==> config.mk <==
export PLATFORM = sky130hd
export DESIGN_NAME = ccss_sequencer
export DESIGN_NICKNAME = d
export VERILOG_FILES = /design/src/rtl/ccss_pkg.sv /design/src/rtl/ccss_glitch_mux.sv /design/src/rtl/ccss_sequencer.sv
export SDC_FILE = /design/constraint.sdc
export NUM_CORES = 1
export LEC_CHECK = 0
export BUFFER_PORTS_ARGS = -buffer_cell sky130_fd_sc_hd__clkbuf_2
export CORE_MARGIN = 4
export CORE_UTILIZATION = 45
export CTS_BUF_LIST = sky130_fd_sc_hd__clkbuf_16
export DETAILED_ROUTE_END_ITERATION = 16
export GPL_TIMING_DRIVEN = 0
export MAX_ROUTING_LAYER = met4
export PLACE_DENSITY = 0.87
export SYNTH_ARGS = -nofsm -noshare
export SYNTH_HDL_FRONTEND = slang
export SYNTH_SLANG_ARGS = --single-unit
==> constraint.sdc <==
create_clock -name REF_CLK -period 1.9 [get_ports REF_CLK]
set_input_delay 0.095 -clock REF_CLK [delete_from_list [all_inputs] [get_ports REF_CLK]]
set_output_delay 0.095 -clock REF_CLK [all_outputs]
set_load 0.05 [all_outputs]
==> src/rtl/ccss_pkg.sv <==
package ccss_pkg;
    // register byte addresses on the axi4-lite slave
    localparam logic [7:0] PROC_CLOCK_CTRL_ADDR = 8'h00;
    localparam logic [7:0] MAIN_CLOCK_MODE_ADDR = 8'h04;
    localparam logic [7:0] MAIN_OSC_CTRL_ADDR = 8'h08;
    localparam logic [7:0] INT_OSC_MODE_ADDR = 8'h0C;
    localparam logic [7:0] OSC_MODE_SELECT_ADDR = 8'h10;
    localparam logic [7:0] CPU_STATE_ADDR = 8'h14;
    localparam logic [7:0] STANDBY_CMD_ADDR = 8'h18;
    // field positions
    localparam int CPU_SUB_SEL_BIT = 4;
    localparam int CPU_ON_SUB_STATUS_BIT = 5;
    localparam int HS_SOURCE_SEL_BIT = 2;
    localparam int MAIN_ON_HS_STATUS_BIT = 1;
    localparam int MAIN_CLK_SEL_BIT = 0;
    localparam int MAIN_OSC_HALT_BIT = 7;
    localparam int INT_HS_OSC_READY_BIT = 7;
    localparam int INT_HS_OSC_HALT_BIT = 0;
    localparam int EXT_CLK_INPUT_SEL_BIT = 7;
    localparam int MAIN_OSC_PIN_ENABLE_BIT = 6;
    localparam int OSC_GAIN_HIGH_BIT = 5;
    localparam int SUB_OSC_PIN_ENABLE_BIT = 4;
    localparam int HALT_CMD_BIT = 0;
    localparam int STOP_CMD_BIT = 1;
    localparam int WAKE_CMD_BIT = 2;
    // reset values
    localparam logic MAIN_OSC_HALT_RST = 1'b1;
    localparam logic INT_HS_OSC_HALT_RST = 1'b0;
    // timing: reset processing after power-on clear, 11 to 47 us
    localparam int POR_PROC_MIN_NS = 11000;
    localparam int CLK_PERIOD_NS = 10;
    localparam int POR_PROC_CYCLES = (POR_PROC_MIN_NS + CLK_PERIOD_NS - 1) / CLK_PERIOD_NS;
    localparam int POR_CNT_W = 11;
    // axi response codes
    localparam logic [1:0] RESP_OKAY = 2'b00;
    localparam logic [1:0] RESP_SLVERR = 2'b10;
    // cpu clock / standby states
    typedef enum logic [3:0] {
        CCSS_RESET, CCSS_POR_WAIT, CCSS_INT_RUN, CCSS_HS_RUN, CCSS_SUB_RUN,
        CCSS_INT_HALT, CCSS_HS_HALT, CCSS_SUB_HALT, CCSS_INT_STOP, CCSS_HS_STOP
    } ccss_state_t;
    // cpu clock source codes
    typedef enum logic [1:0] {
        CCSS_SRC_INT, CCSS_SRC_HS, CCSS_SRC_SUB
    } ccss_src_t;
endpackage

==> src/rtl/ccss_glitch_mux.sv <==
`timescale 1ns/1ps
`default_nettype none
// two-input glitch-free clock switch sampled in the ref domain
module ccss_glitch_mux
    import ccss_pkg::*;
(
    input wire logic clk,
    input wire logic rst_n,
    input wire logic sel,
    input wire logic clk_a,
    input wire logic clk_b,
    output logic clk_out,
    output logic on_b
);
    typedef struct packed {
        logic en_a;
        logic en_b;
    } ccss_gm_t;
    ccss_gm_t q;
    ccss_gm_t next_q;

    // break-before-make: drop old enable before raising new one
    always_comb begin
        next_q = q;
        if (sel) begin
            if (q.en_a && !clk_a) next_q.en_a = 1'b0;
            if (!q.en_a && !next_q.en_a && !clk_b) next_q.en_b = 1'b1;
        end else begin
            if (q.en_b && !clk_b) next_q.en_b = 1'b0;
            if (!q.en_b && !next_q.en_b && !clk_a) next_q.en_a = 1'b1;
        end
    end

    always_ff @(posedge clk or negedge rst_n) begin
        if (!rst_n) begin
            q <= '{en_a: 1'b1, en_b: 1'b0};
        end else begin
            q <= next_q;
        end
    end

    // enables only change while the gated clock is low
    assign clk_out = (clk_a & q.en_a) | (clk_b & q.en_b);
    assign on_b = q.en_b;
endmodule // ccss_glitch_mux
`default_nettype wire

==> src/rtl/ccss_sequencer.sv <==
// Functional notes
// (RULE1) reset release runs cpu on internal oscillator
// (RULE2) high por threshold holds reset, then delays
// (RULE3) software: gain, ext sel, enable, halt, settle, select
// (RULE4) software picks gain and external input by frequency
// (RULE5) gain and source select change once per reset
// (RULE6) software may skip already set flags
// (RULE7) software enables sub osc, waits, selects sub
// (RULE8) software: unhalt int osc, check ready, clear main
// (RULE9) software: unhalt, ready, clear main, clear sub
// (RULE10) sub to high-speed: same sequence, clear sub last
// (RULE11) halt instruction enters halt of current source
// (RULE12) software stops peripherals; no stop from sub
// (RULE13) cpu sub select at bit 4
// (RULE14) source select bit 2, main select bit 0
// (RULE15) main osc halt at bit 7
// (RULE16) int osc ready bit 7, halt bit 0
// (RULE17) external input select at bit 7
// (RULE18) sub osc pin enable at bit 4
// (RULE19) source/main select route main and peripheral
// (RULE20) two status flags report active cpu clock
// (RULE21) keep old source, switch without runt pulses
`timescale 1ns/1ps
`default_nettype none
module ccss_sequencer
    import ccss_pkg::*;
(
    input wire logic REF_CLK,
    input wire logic RST_N,
    input wire logic POR_THRESHOLD_SEL,
    input wire logic SUPPLY_ABOVE_THRESHOLD,
    input wire logic INT_OSC_CLK,
    input wire logic HS_SYS_CLK,
    input wire logic SUB_CLK,
    input wire logic INT_OSC_STABLE,
    input wire logic HALT_EXEC,
    input wire logic STOP_EXEC,
    input wire logic WAKE_EVENT,
    input wire logic [7:0] AWADDR,
    input wire logic AWVALID,
    output logic AWREADY,
    input wire logic [31:0] WDATA,
    input wire logic [3:0] WSTRB,
    input wire logic WVALID,
    output logic WREADY,
    output logic [1:0] BRESP,
    output logic BVALID,
    input wire logic BREADY,
    input wire logic [7:0] ARADDR,
    input wire logic ARVALID,
    output logic ARREADY,
    output logic [31:0] RDATA,
    output logic [1:0] RRESP,
    output logic RVALID,
    input wire logic RREADY,
    output logic CPU_CLK,
    output logic MAIN_CLK,
    output logic PERIPH_CLK,
    output logic CPU_RESET_N,
    output logic CPU_HALTED,
    output logic CPU_STOPPED,
    output logic MAIN_OSC_RUN,
    output logic INT_OSC_RUN,
    output logic SUB_OSC_RUN,
    output logic EXT_CLK_INPUT_SEL,
    output logic OSC_GAIN_HIGH
);
    typedef struct packed {
        ccss_state_t state;
        logic [POR_CNT_W-1:0] por_cnt;
        logic cpu_sub_sel;
        logic hs_source_sel;
        logic main_clk_sel;
        logic main_osc_halt;
        logic int_hs_osc_halt;
        logic ext_clk_input_sel;
        logic main_osc_pin_enable;
        logic osc_gain_high;
        logic sub_osc_pin_enable;
        logic gain_locked;
        logic src_locked;
        logic aw_got;
        logic w_got;
        logic [7:0] aw_addr;
        logic [31:0] w_data;
        logic w_lane0;
        logic bvalid;
        logic [1:0] bresp;
        logic rvalid;
        logic [1:0] rresp;
        logic [31:0] rdata;
    } ccss_seq_t;
    ccss_seq_t q;
    ccss_seq_t next_q;
    logic main_on_hs_status;
    logic cpu_on_sub_status;
    logic main_clk_raw;
    logic cpu_clk_raw;
    logic running;
    logic do_write;
    logic [7:0] wd;
    logic [31:0] rd_word;
    logic rd_ok;
    logic wr_ok;

    // main clock switch: internal vs high-speed system clock
    ccss_glitch_mux u_main_mux (
        .clk(REF_CLK),
        .rst_n(RST_N),
        .sel(q.hs_source_sel & q.main_clk_sel),
        .clk_a(INT_OSC_CLK),
        .clk_b(HS_SYS_CLK),
        .clk_out(main_clk_raw),
        .on_b(main_on_hs_status)
    ); // RULE19 RULE21

    // cpu clock switch: main vs subsystem clock
    ccss_glitch_mux u_cpu_mux (
        .clk(REF_CLK),
        .rst_n(RST_N),
        .sel(q.cpu_sub_sel),
        .clk_a(main_clk_raw),
        .clk_b(SUB_CLK),
        .clk_out(cpu_clk_raw),
        .on_b(cpu_on_sub_status)
    ); // RULE21

    // read mux and decode
    always_comb begin
        rd_word = 32'h0000_0000;
        rd_ok = 1'b1;
        unique case (ARADDR)
            PROC_CLOCK_CTRL_ADDR: begin
                rd_word[CPU_SUB_SEL_BIT] = q.cpu_sub_sel; // RULE13
                rd_word[CPU_ON_SUB_STATUS_BIT] = cpu_on_sub_status; // RULE20
            end
            MAIN_CLOCK_MODE_ADDR: begin
                rd_word[HS_SOURCE_SEL_BIT] = q.hs_source_sel; // RULE14
                rd_word[MAIN_ON_HS_STATUS_BIT] = main_on_hs_status; // RULE20
                rd_word[MAIN_CLK_SEL_BIT] = q.main_clk_sel;
            end
            MAIN_OSC_CTRL_ADDR: rd_word[MAIN_OSC_HALT_BIT] = q.main_osc_halt; // RULE15
            INT_OSC_MODE_ADDR: begin
                rd_word[INT_HS_OSC_READY_BIT] = INT_OSC_STABLE & ~q.int_hs_osc_halt; // RULE16
                rd_word[INT_HS_OSC_HALT_BIT] = q.int_hs_osc_halt;
            end
            OSC_MODE_SELECT_ADDR: begin
                rd_word[EXT_CLK_INPUT_SEL_BIT] = q.ext_clk_input_sel; // RULE17
                rd_word[MAIN_OSC_PIN_ENABLE_BIT] = q.main_osc_pin_enable;
                rd_word[OSC_GAIN_HIGH_BIT] = q.osc_gain_high;
                rd_word[SUB_OSC_PIN_ENABLE_BIT] = q.sub_osc_pin_enable; // RULE18
            end
            CPU_STATE_ADDR: rd_word[3:0] = q.state;
            STANDBY_CMD_ADDR: rd_word = 32'h0000_0000;
            default: rd_ok = 1'b0;
        endcase
    end

    assign wr_ok = (q.aw_addr <= STANDBY_CMD_ADDR) && (q.aw_addr[1:0] == 2'b00);
    assign do_write = q.aw_got && q.w_got && !q.bvalid;
    assign wd = q.w_data[7:0];
    assign running = (q.state == CCSS_INT_RUN) || (q.state == CCSS_HS_RUN)
        || (q.state == CCSS_SUB_RUN);

    // bus handshake, register writes and cpu state sequencing
    always_comb begin
        next_q = q;
        // write channel capture, either order
        if (AWVALID && !q.aw_got) begin
            next_q.aw_got = 1'b1;
            next_q.aw_addr = AWADDR;
        end
        if (WVALID && !q.w_got) begin
            next_q.w_got = 1'b1;
            next_q.w_data = WDATA;
            next_q.w_lane0 = WSTRB[0];
        end
        if (do_write) begin
            next_q.aw_got = 1'b0;
            next_q.w_got = 1'b0;
            next_q.bvalid = 1'b1;
            next_q.bresp = wr_ok ? RESP_OKAY : RESP_SLVERR;
            if (q.w_lane0 && q.state != CCSS_RESET && q.state != CCSS_POR_WAIT) begin
                unique case (q.aw_addr)
                    PROC_CLOCK_CTRL_ADDR: next_q.cpu_sub_sel = wd[CPU_SUB_SEL_BIT];
                    MAIN_CLOCK_MODE_ADDR: begin
                        // source select may change only once per reset
                        if (!q.src_locked && wd[HS_SOURCE_SEL_BIT] != q.hs_source_sel) begin
                            next_q.hs_source_sel = wd[HS_SOURCE_SEL_BIT]; // RULE5
                            next_q.src_locked = 1'b1; // RULE5
                        end
                        next_q.main_clk_sel = wd[MAIN_CLK_SEL_BIT];
                    end
                    MAIN_OSC_CTRL_ADDR: next_q.main_osc_halt = wd[MAIN_OSC_HALT_BIT];
                    INT_OSC_MODE_ADDR: next_q.int_hs_osc_halt = wd[INT_HS_OSC_HALT_BIT];
                    OSC_MODE_SELECT_ADDR: begin
                        next_q.ext_clk_input_sel = wd[EXT_CLK_INPUT_SEL_BIT];
                        next_q.main_osc_pin_enable = wd[MAIN_OSC_PIN_ENABLE_BIT];
                        next_q.sub_osc_pin_enable = wd[SUB_OSC_PIN_ENABLE_BIT];
                        if (!q.gain_locked && wd[OSC_GAIN_HIGH_BIT] != q.osc_gain_high) begin
                            next_q.osc_gain_high = wd[OSC_GAIN_HIGH_BIT]; // RULE5
                            next_q.gain_locked = 1'b1; // RULE5
                        end
                    end
                    default: ;
                endcase
            end
        end
        if (q.bvalid && BREADY) next_q.bvalid = 1'b0;
        // read channel
        if (ARVALID && !q.rvalid) begin
            next_q.rvalid = 1'b1;
            next_q.rdata = rd_ok ? rd_word : 32'h0000_0000;
            next_q.rresp = rd_ok ? RESP_OKAY : RESP_SLVERR;
        end
        if (q.rvalid && RREADY) next_q.rvalid = 1'b0;
        // state sequencing
        unique case (q.state)
            CCSS_RESET: begin
                if (!POR_THRESHOLD_SEL) next_q.state = CCSS_INT_RUN; // RULE1
                else if (SUPPLY_ABOVE_THRESHOLD) next_q.state = CCSS_POR_WAIT; // RULE2
            end
            CCSS_POR_WAIT: begin
                // reset processing delay before cpu start
                if (!SUPPLY_ABOVE_THRESHOLD) begin
                    next_q.state = CCSS_RESET; // RULE2
                    next_q.por_cnt = '0;
                end else if (q.por_cnt == POR_CNT_W'(POR_PROC_CYCLES - 1)) begin
                    next_q.state = CCSS_INT_RUN; // RULE2
                end else begin
                    next_q.por_cnt = q.por_cnt + 1'b1;
                end
            end
            CCSS_INT_RUN, CCSS_HS_RUN, CCSS_SUB_RUN: begin
                // track which source drives the cpu
                if (cpu_on_sub_status) next_q.state = CCSS_SUB_RUN;
                else if (main_on_hs_status) next_q.state = CCSS_HS_RUN;
                else next_q.state = CCSS_INT_RUN;
                if (HALT_EXEC) begin
                    if (cpu_on_sub_status) next_q.state = CCSS_SUB_HALT; // RULE11
                    else if (main_on_hs_status) next_q.state = CCSS_HS_HALT; // RULE11
                    else next_q.state = CCSS_INT_HALT; // RULE11
                end else if (STOP_EXEC && !cpu_on_sub_status) begin
                    // stop is not offered from subsystem operation
                    next_q.state = main_on_hs_status ? CCSS_HS_STOP : CCSS_INT_STOP; // RULE12
                end
            end
            CCSS_INT_HALT: if (WAKE_EVENT) next_q.state = CCSS_INT_RUN;
            CCSS_HS_HALT: if (WAKE_EVENT) next_q.state = CCSS_HS_RUN;
            CCSS_SUB_HALT: if (WAKE_EVENT) next_q.state = CCSS_SUB_RUN;
            CCSS_INT_STOP: if (WAKE_EVENT) next_q.state = CCSS_INT_RUN;
            CCSS_HS_STOP: if (WAKE_EVENT) next_q.state = CCSS_HS_RUN;
            default: next_q.state = CCSS_RESET;
        endcase
        // software standby request through the command register
        if (do_write && q.w_lane0 && running && q.aw_addr == STANDBY_CMD_ADDR) begin
            if (wd[HALT_CMD_BIT]) begin
                next_q.state = cpu_on_sub_status ? CCSS_SUB_HALT
                    : (main_on_hs_status ? CCSS_HS_HALT : CCSS_INT_HALT); // RULE11
            end else if (wd[STOP_CMD_BIT] && !cpu_on_sub_status) begin
                next_q.state = main_on_hs_status ? CCSS_HS_STOP : CCSS_INT_STOP; // RULE12
            end
        end
        if (do_write && q.w_lane0 && !running && q.aw_addr == STANDBY_CMD_ADDR
            && wd[WAKE_CMD_BIT] && q.state != CCSS_RESET && q.state != CCSS_POR_WAIT) begin
            next_q.state = cpu_on_sub_status ? CCSS_SUB_RUN
                : (main_on_hs_status ? CCSS_HS_RUN : CCSS_INT_RUN);
        end
    end

    // state register; reset lands on the internal oscillator
    always_ff @(posedge REF_CLK or negedge RST_N) begin
        if (!RST_N) begin
            q <= '0;
            q.state <= CCSS_RESET;
            q.main_osc_halt <= MAIN_OSC_HALT_RST;
            q.int_hs_osc_halt <= INT_HS_OSC_HALT_RST; // RULE1
        end else begin
            q <= next_q;
        end
    end

    // bus outputs
    assign AWREADY = !q.aw_got;
    assign WREADY = !q.w_got;
    assign BVALID = q.bvalid;
    assign BRESP = q.bresp;
    assign ARREADY = !q.rvalid;
    assign RVALID = q.rvalid;
    assign RDATA = q.rdata;
    assign RRESP = q.rresp;

    // clock routing and gating
    assign MAIN_CLK = main_clk_raw;
    assign PERIPH_CLK = q.hs_source_sel ? HS_SYS_CLK : INT_OSC_CLK; // RULE19
    assign CPU_CLK = running ? cpu_clk_raw : 1'b0;
    assign CPU_RESET_N = (q.state != CCSS_RESET) && (q.state != CCSS_POR_WAIT); // RULE2
    assign CPU_HALTED = (q.state == CCSS_INT_HALT) || (q.state == CCSS_HS_HALT)
        || (q.state == CCSS_SUB_HALT);
    assign CPU_STOPPED = (q.state == CCSS_INT_STOP) || (q.state == CCSS_HS_STOP);
    assign MAIN_OSC_RUN = q.main_osc_pin_enable && !q.main_osc_halt && !CPU_STOPPED;
    assign INT_OSC_RUN = !q.int_hs_osc_halt && !CPU_STOPPED;
    assign SUB_OSC_RUN = q.sub_osc_pin_enable;
    assign EXT_CLK_INPUT_SEL = q.ext_clk_input_sel;
    assign OSC_GAIN_HIGH = q.osc_gain_high;
endmodule // ccss_sequencer
`default_nettype wire

==> out/qor.txt, run 1 <==
CP delay by family, top - simple AND/OR/NAND/NOR gates
largest net degree at the start of global routing - 61
total number of vias - 2,940
synth-to-layout area growth - 36.17%
post-route clock period utilization - 102.8%
# setup viols final - 4
Top Layer Used - met4
first-pass GRT wire length - 13,410 um
Max-Cap Viols - 0
critical path type - register to register
Routed WL - 8311 um
Finished Layout Cells - 575
Final Hold Violating Endpoints - 0
Main synth FF type - dfrtp_1
WL per Instance - 14.45 um
failing checks - setup timing
DRT Pass-1 Iters - 4
Distinct cells, synth - 53
relative slew slack - 45.48%
most frequent cells in the layout - clkbuf_2 (65), dfrtp_1 (53), buf_4 (46)
maximum fanout along the worst path - 5
CTS tree - built
Overflow after GRT - 0
area leader, netlist - dfrtp_1
# rows - 31
cells along the critical path - or3_4 > nor4_4 > nand4b_1 > buf_6 > nor4b_4 > mux2_4
slowest cell on the critical path - or3_4
Worst EP required - 2.11 ns
Routed Antenna Nets - 0
clock skew - 0.004653 ns
DRC - 0
Post-Syn Area - 3421 um2
Post-Layout Inst Area - 4658 um2
DIE AREA - 9060 um2
Util after Layout - 63.54%
sequential fraction of the synthesis area - 44.00%
fin crit period - 1.952 ns
IO Count - 120
Crit path largest cell delay - 0.41 ns
WP buf/inv - 1
Clock Sinks - 60
worst r2r src - q[76]$_DFFE_PN0P_
EDFF count, synth - 0
Max Slew Vio Count - 0
top-area cell type share of the netlist area - 41.70%
CTS max path bufs - 2
status - finished with violations
wl on met1 - 3509 um
Antenna Diode Count - 0
clk slew on worst S/H paths - 0.05 ns
antenna violations before repair - 0
Die Wd - 95.19 um
RSZ-0062 raised after global routing - true
Synth Area per Inst - 9.774 um2
origin of the worst setup path - q[76]$_DFFE_PN0P_
vias per inst - 5.113
PwrDens - 1329 nW/um2
P_leak - 2.253 nW
GR Util All Layers - 19.54%
CP startpoint kind - register
total CTS buffers - 9
Max VDD drop - 753.5 uV
htree depth - 3
main area contributors after synthesis - dfrtp_1 (42%), mux2_2 (8.6%), buf_4 (7.9%)
most common cell after layout, fill and taps aside - clkbuf_2
Worst EP arrival - 2.16 ns
FFs w/ async S/R, synth - 100.0%
nets - 540
Starting Density - 46.66%
GP Congestion - 0.9076
hold_sp - AWADDR[0]
Fmax - 512.2 MHz
Root Driver - clkbuf_16
Slew @ Worst Pin - 0.8179 ns
final worst setup slack - -0.05234 ns
Die Ht - 95.19 um
initial DRC count - 171
vias in the first global route - 2,829
#FFs+latches synth - 60
Placed Cells - 539
Hold Path Class - primary input to register
setup_tns - -0.1621 ns
nature of the critical path endpoint - register
metal3 WL - 428 um
clock latency on the worst-skew pair - 0.32 ns
placement-stage cell area - 4023 um2
detailed placer's ending HPWL - 5891 um
share of cells above drive strength 1 - 39.08%
Ys Warns - 0
Core Footprint - 7331 um2
Syn Inst Count - 350
port bufs - 65
met2 WL post-DR - 4112 um
[flip-flops by register name, indices dropped and copies added (netlist names)]
register / cells
RRESP: 1
RVALID: 1
EXT_CLK_INPUT_SEL: 1
BRESP: 1
u_main_mux.q: 1
q: 41
u_cpu_mux.q: 1
BVALID: 1
u_cpu_mux.on_b: 1
u_main_mux.on_b: 1
SUB_OSC_RUN: 1
OSC_GAIN_HIGH: 1
RDATA: 8
[report_power, final]
| group | switching [W] | internal [W] | total, W |
|---|---|---|---|
| logic | 0.00129 | 0.000939 | 0.00223 |
| clock network | 0.000589 | 0.00127 | 0.00186 |
| registers | 0.000451 | 0.00165 | 0.00210 |
| total | 0.00233 | 0.00386 | 0.00619 |
[cell families (layout without fill, tap and decap cells)]
family                     after synthesis  after routing  synth area share [%]
buffers and inverters                   64            165                 11.41
muxes                                   31             31                 10.02
xor gates and xnor gates                 4              4                 1.024
AOI/OAI and AO/OA                       71             71                 14.05
DFF                                     60             60                 44.00
other                                    1             26                0.1096
adders and majority gates                1              1                0.3657
and+or+nand+nor                        118            118                 19.02
[final cells by class]
type                       count  area, um2
clock inverter                 7      115.1
clock buffer                   9      225.2
fill                         596       2673
sequential                    60       1510
inverter                      12      45.04
buffer                        46      309.0
tap                           99      123.9
timing repair buffer          91      566.8
multi-input combinational    251       1763
[Yosys cell counts, types with 3 or more instances]
library cell,number
dfstp_2,3
nor3b_1,6
clkbuf_1,14
nand4_1,3
dfrtp_1,57
inv_1,12
nand3_1,10
xor2_1,4
mux2_2,26
o21ai_0,22
a21o_1,4
nand2_1,29
nand2b_1,3
a22o_1,7
nor2_1,23
or4_1,4
a31oi_1,3
nor4b_1,4
a21oi_1,9
nor2b_1,6
buf_4,36
o22a_1,4
mux2i_1,5
o21a_1,5
nand3b_1,4
nor3_1,8
[final timing paths]
| kind | depth (start not counted) | end | slack (ns) |
|---|---|---|---|
| worst max-delay path | 6 | q[90]$_DFFE_PN0P_ | -0.05 |
| worst min-delay path | 2 | q[71]$_DFFE_PN0P_ | 0.0009 |
| worst max register to register | 6 | q[90]$_DFFE_PN0P_ | -0.05 |
| worst min register to register | 2 | RDATA[4]$_DFFE_PN0P_ | 0.48 |
| max in group asynchronous | 2 | q[74]$_DFFE_PN0P_ | 0.91 |
| min in group asynchronous | 2 | q[80]$_DFFE_PN0P_ | 0.41 |
[routing by layer]
layer	global-route usage, %	vias to the layer above
met5	-	-
met3	3.710	19
met1	24.29	1400
li1	-	1430
met2	31.55	91
met4	7.572	0
[per-stage QoR]
step / power (W) / hold slack, ns / setup slack [ns]
after CTS: 0.006172 / 0.00002401 / -0.06201
after global routing: 0.006503 / 0.005890 / -0.1270
final: 0.006192 / 0.0008876 / -0.05234
after floorplan: 0.003605 / -0.2006 / -0.1208
after detailed placement: 0.004114 / 0.2619 / -0.2449
after global placement: 0.004021 / 0.2685 / -0.1857
[timing repair]
action | in CTS | in global routing
buffers inserted | 11 | 2
hold buffers | 13 | 0
gates resized for setup | 16 | 12
setup endpoints to repair | 21 | 21
pin swaps | 11 | 4
endpoints found under the hold margin | 69 | 0
[worst reg2reg max path, stage by stage (launching register included)]
cell      delay [ns]
dfrtp_1         0.38
or3_4           0.41
nor4_4          0.19
nand4b_1        0.15
buf_6           0.16
nor4b_4         0.23
mux2_4          0.32
No activity file was read; power rests on OpenSTA's default activity.
==> run 2: changes to the inputs <==
clock period = 1.57 ns   (was 1.9 ns; I/O delays follow)
==> run 2 against run 1 <==
Critical endpoint is now q[89]$_DFFE_PN0P_. Power up 31%. Cell count up 5.6%. Sequential cell count unchanged. Fmax down 3.7%. Largest power group unchanged. Count of clock-buffer cells in the layout unchanged. Critical path depth unchanged. Sequential share of layout area down 3.1 points. Design area up 11%. First-iteration DRC count up 130%. Sequential power up 24%. The run still ends with setup timing left. Highest routed layer unchanged.
==> out/qor.txt, run 2 (same netlist as run 1, synthesis figures left out) <==
vias in the first global route - 3,372 (was 2,829)
clock skew - 0.005492 ns (was 0.004653 ns)
RSZ-0062 raised after global routing - true (unchanged)
Clock Sinks - 60 (unchanged)
port bufs - 65 (unchanged)
Routed WL - 10,670 um (was 8311 um)
total CTS buffers - 9 (unchanged)
WL per Instance - 17.58 um (was 14.45 um)
Worst EP arrival - 2.24 ns (was 2.16 ns)
worst r2r dst - q[89]$_DFFE_PN0P_ (was q[90]$_DFFE_PN0P_)
PwrDens - 1568 nW/um2 (was 1329 nW/um2)
DIE AREA - 9060 um2 (unchanged)
Routed Antenna Nets - 0 (unchanged)
Worst EP required - 1.78 ns (was 2.11 ns)
Antenna Diode Count - 0 (unchanged)
Fmax - 493.1 MHz (was 512.2 MHz)
Die Ht - 95.19 um (unchanged)
largest register by flop count - q (unchanged)
DRT Pass-1 Iters - 5 (was 4)
share of cells above drive strength 1 - 47.83% (was 39.08%)
most common cell after layout, fill and taps aside - clkbuf_2 (unchanged)
P_leak - 2.467 nW (was 2.253 nW)
clock latency on the worst-skew pair - 0.33 ns (was 0.32 ns)
clk slew on worst S/H paths - 0.06 ns (was 0.05 ns)
Slew @ Worst Pin - 0.8240 ns (was 0.8179 ns)
status - finished with violations (unchanged)
failing checks - setup timing (unchanged)
cells along the critical path - or3_4 > nor4_4 > nand4b_1 > buf_6 > nor3b_4 > mux2_4 (was or3_4 > nor4_4 > nand4b_1 > buf_6 > nor4b_4 > mux2_4)
worst hold margin - 0.002577 ns (was 0.0008876 ns)
fin crit period - 2.028 ns (was 1.952 ns)
antenna violations before repair - 0 (unchanged)
maximum fanout along the worst path - 5 (unchanged)
DRC - 0 (unchanged)
Util after Layout - 70.59% (was 63.54%)
CP startpoint kind - register (unchanged)
Core Footprint - 7331 um2 (unchanged)
worst r2r src - q[78]$_DFFE_PN0P_ (was q[76]$_DFFE_PN0P_)
synth-to-layout area growth - 51.28% (was 36.17%)
slowest cell on the critical path - or3_4 (unchanged)
most frequent cells in the layout - clkbuf_2 (61), buf_4 (59), dfrtp_1 (47) (was clkbuf_2 (65), dfrtp_1 (53), buf_4 (46))
final worst setup slack - -0.4580 ns (was -0.05234 ns)
nets - 572 (was 540)
origin of the worst setup path - q[78]$_DFFE_PN0P_ (was q[76]$_DFFE_PN0P_)
GR Util All Layers - 23.92% (was 19.54%)
# rows - 31 (unchanged)
worst reg-to-reg setup slack - -0.46 ns (was -0.05 ns)
Worst Reg-to-Reg Cells - 6 (unchanged)
relative slew slack - 45.06% (was 45.48%)
total number of vias - 3,347 (was 2,940)
Max Slew Vio Count - 0 (unchanged)
final-layout fill cell count - 487 (was 596)
detailed placer's ending HPWL - 6064 um (was 5891 um)
Crit path largest cell delay - 0.41 ns (about the same)
htree depth - 3 (unchanged)
area of the multi-input gates - 1921 um2 (was 1763 um2)
critical path type - register to register (unchanged)
IO Count - 120 (unchanged)
CTS tree - built (unchanged)
Overflow after GRT - 0 (unchanged)
Largest register FFs - 41 (unchanged)
Max VDD drop - 1107 uV (was 753.5 uV)
Starting Density - 46.66% (unchanged)
Max-Cap Viols - 0 (unchanged)
post-route clock period utilization - 129.2% (was 102.8%)
# setup viols final - 28 (was 4)
largest net degree at the start of global routing - 61 (unchanged)
Final Hold Violating Endpoints - 0 (unchanged)
FF+latch area - 1518 um2 (was 1510 um2)
vias per inst - 5.514 (was 5.113)
nature of the critical path endpoint - register (unchanged)
first-pass GRT wire length - 16,220 um (was 13,410 um)
Die Wd - 95.19 um (unchanged)
Root Driver - clkbuf_16 (unchanged)
capture point of the worst path - q[89]$_DFFE_PN0P_ (was q[90]$_DFFE_PN0P_)
GP Congestion - 0.8888 (was 0.9076)
CTS max path bufs - 2 (unchanged)
initial DRC count - 393 (was 171)
Hold Path Class - primary input to register (unchanged)
run 2: final cells by class:
type / instances / share of cell area [%]
Multi-Input combinational cell: 251 / 37.11
Sequential cell: 60 / 29.33
Timing Repair Buffer: 122 / 17.99
Buffer: 47 / 7.012
Clock buffer: 9 / 4.352
Tap cell: 99 / 2.394
Inverter: 12 / 0.9429
Clock inverter: 7 / 0.8704
run 2: per-layer routing:
layer | routed length (um) | up-vias | GRT usage (%)
met2 | 5746 | 188 | 42.39
met4 | 478 | 0 | 11.42
li1 | - | 1505 | -
met1 | 3743 | 1600 | 25.80
met5 | 0 | - | -
met3 | 701 | 54 | 4.183
run 2: timing repair:
| action | 4_1_cts | 5_1_grt |
|---|---|---|
| pin swaps | 22 | 26 |
| endpoints found under the hold margin | 74 | 0 |
| gates cloned | 1 | 0 |
| hold buffers | 18 | 0 |
| endpoints found under the setup margin | 32 | 39 |
| resized for setup | 64 | 40 |
| setup buffers | 25 | 16 |
run 2: critical path: cells and delay by family, from the launching register on:
family	cells	cell delay, ns
muxes	1	0.32
DFF	1	0.38
and+or+nand+nor	4	1.03
buffers and inverters	1	0.18
run 2: worst min path at each step:
stage / from / to / slack [ns] / depth (start not counted)
2_1_floorplan: RST_N / BRESP[1]$_DFFE_PN0P_ / -0.22 / 0
4_1_cts: WDATA[0] / q[39]$_DFFE_PN0P_ / 0.002 / 2
6_report: WDATA[0] / q[39]$_DFFE_PN0P_ / 0.003 / 2
3_5_place_dp: RST_N / q[79]$_DFFE_PN0P_ / 0.25 / 1
5_1_grt: WDATA[7] / q[46]$_DFFE_PN0P_ / 0.01 / 2
3_3_place_gp: RREADY / RVALID$_DFFE_PN0P_ / 0.26 / 2
run 2: power by group:
part	switching, W	leakage, nW	internal (W)
sequential	0.000595	0.730	0.00200
clock	0.000728	0.130	0.00106
combinational	0.00196	1.61	0.00177
total	0.00328	2.47	0.00483
run 2: through the flow:
step	cell area, um2	setup slack [ns]	instances	setup TNS (ns)	power, W
2_1_floorplan	3620	-0.3977	375	-6.691	0.004401
3_3_place_gp	4069	-0.5748	539	-8.675	0.004897
3_5_place_dp	4071	-0.6174	539	-9.603	0.005025
4_1_cts	4984	-0.3520	596	-6.303	0.007566
5_1_grt	5175	-0.4979	607	-9.752	0.008478
6_report	5175	-0.4580	607	-8.367	0.008112
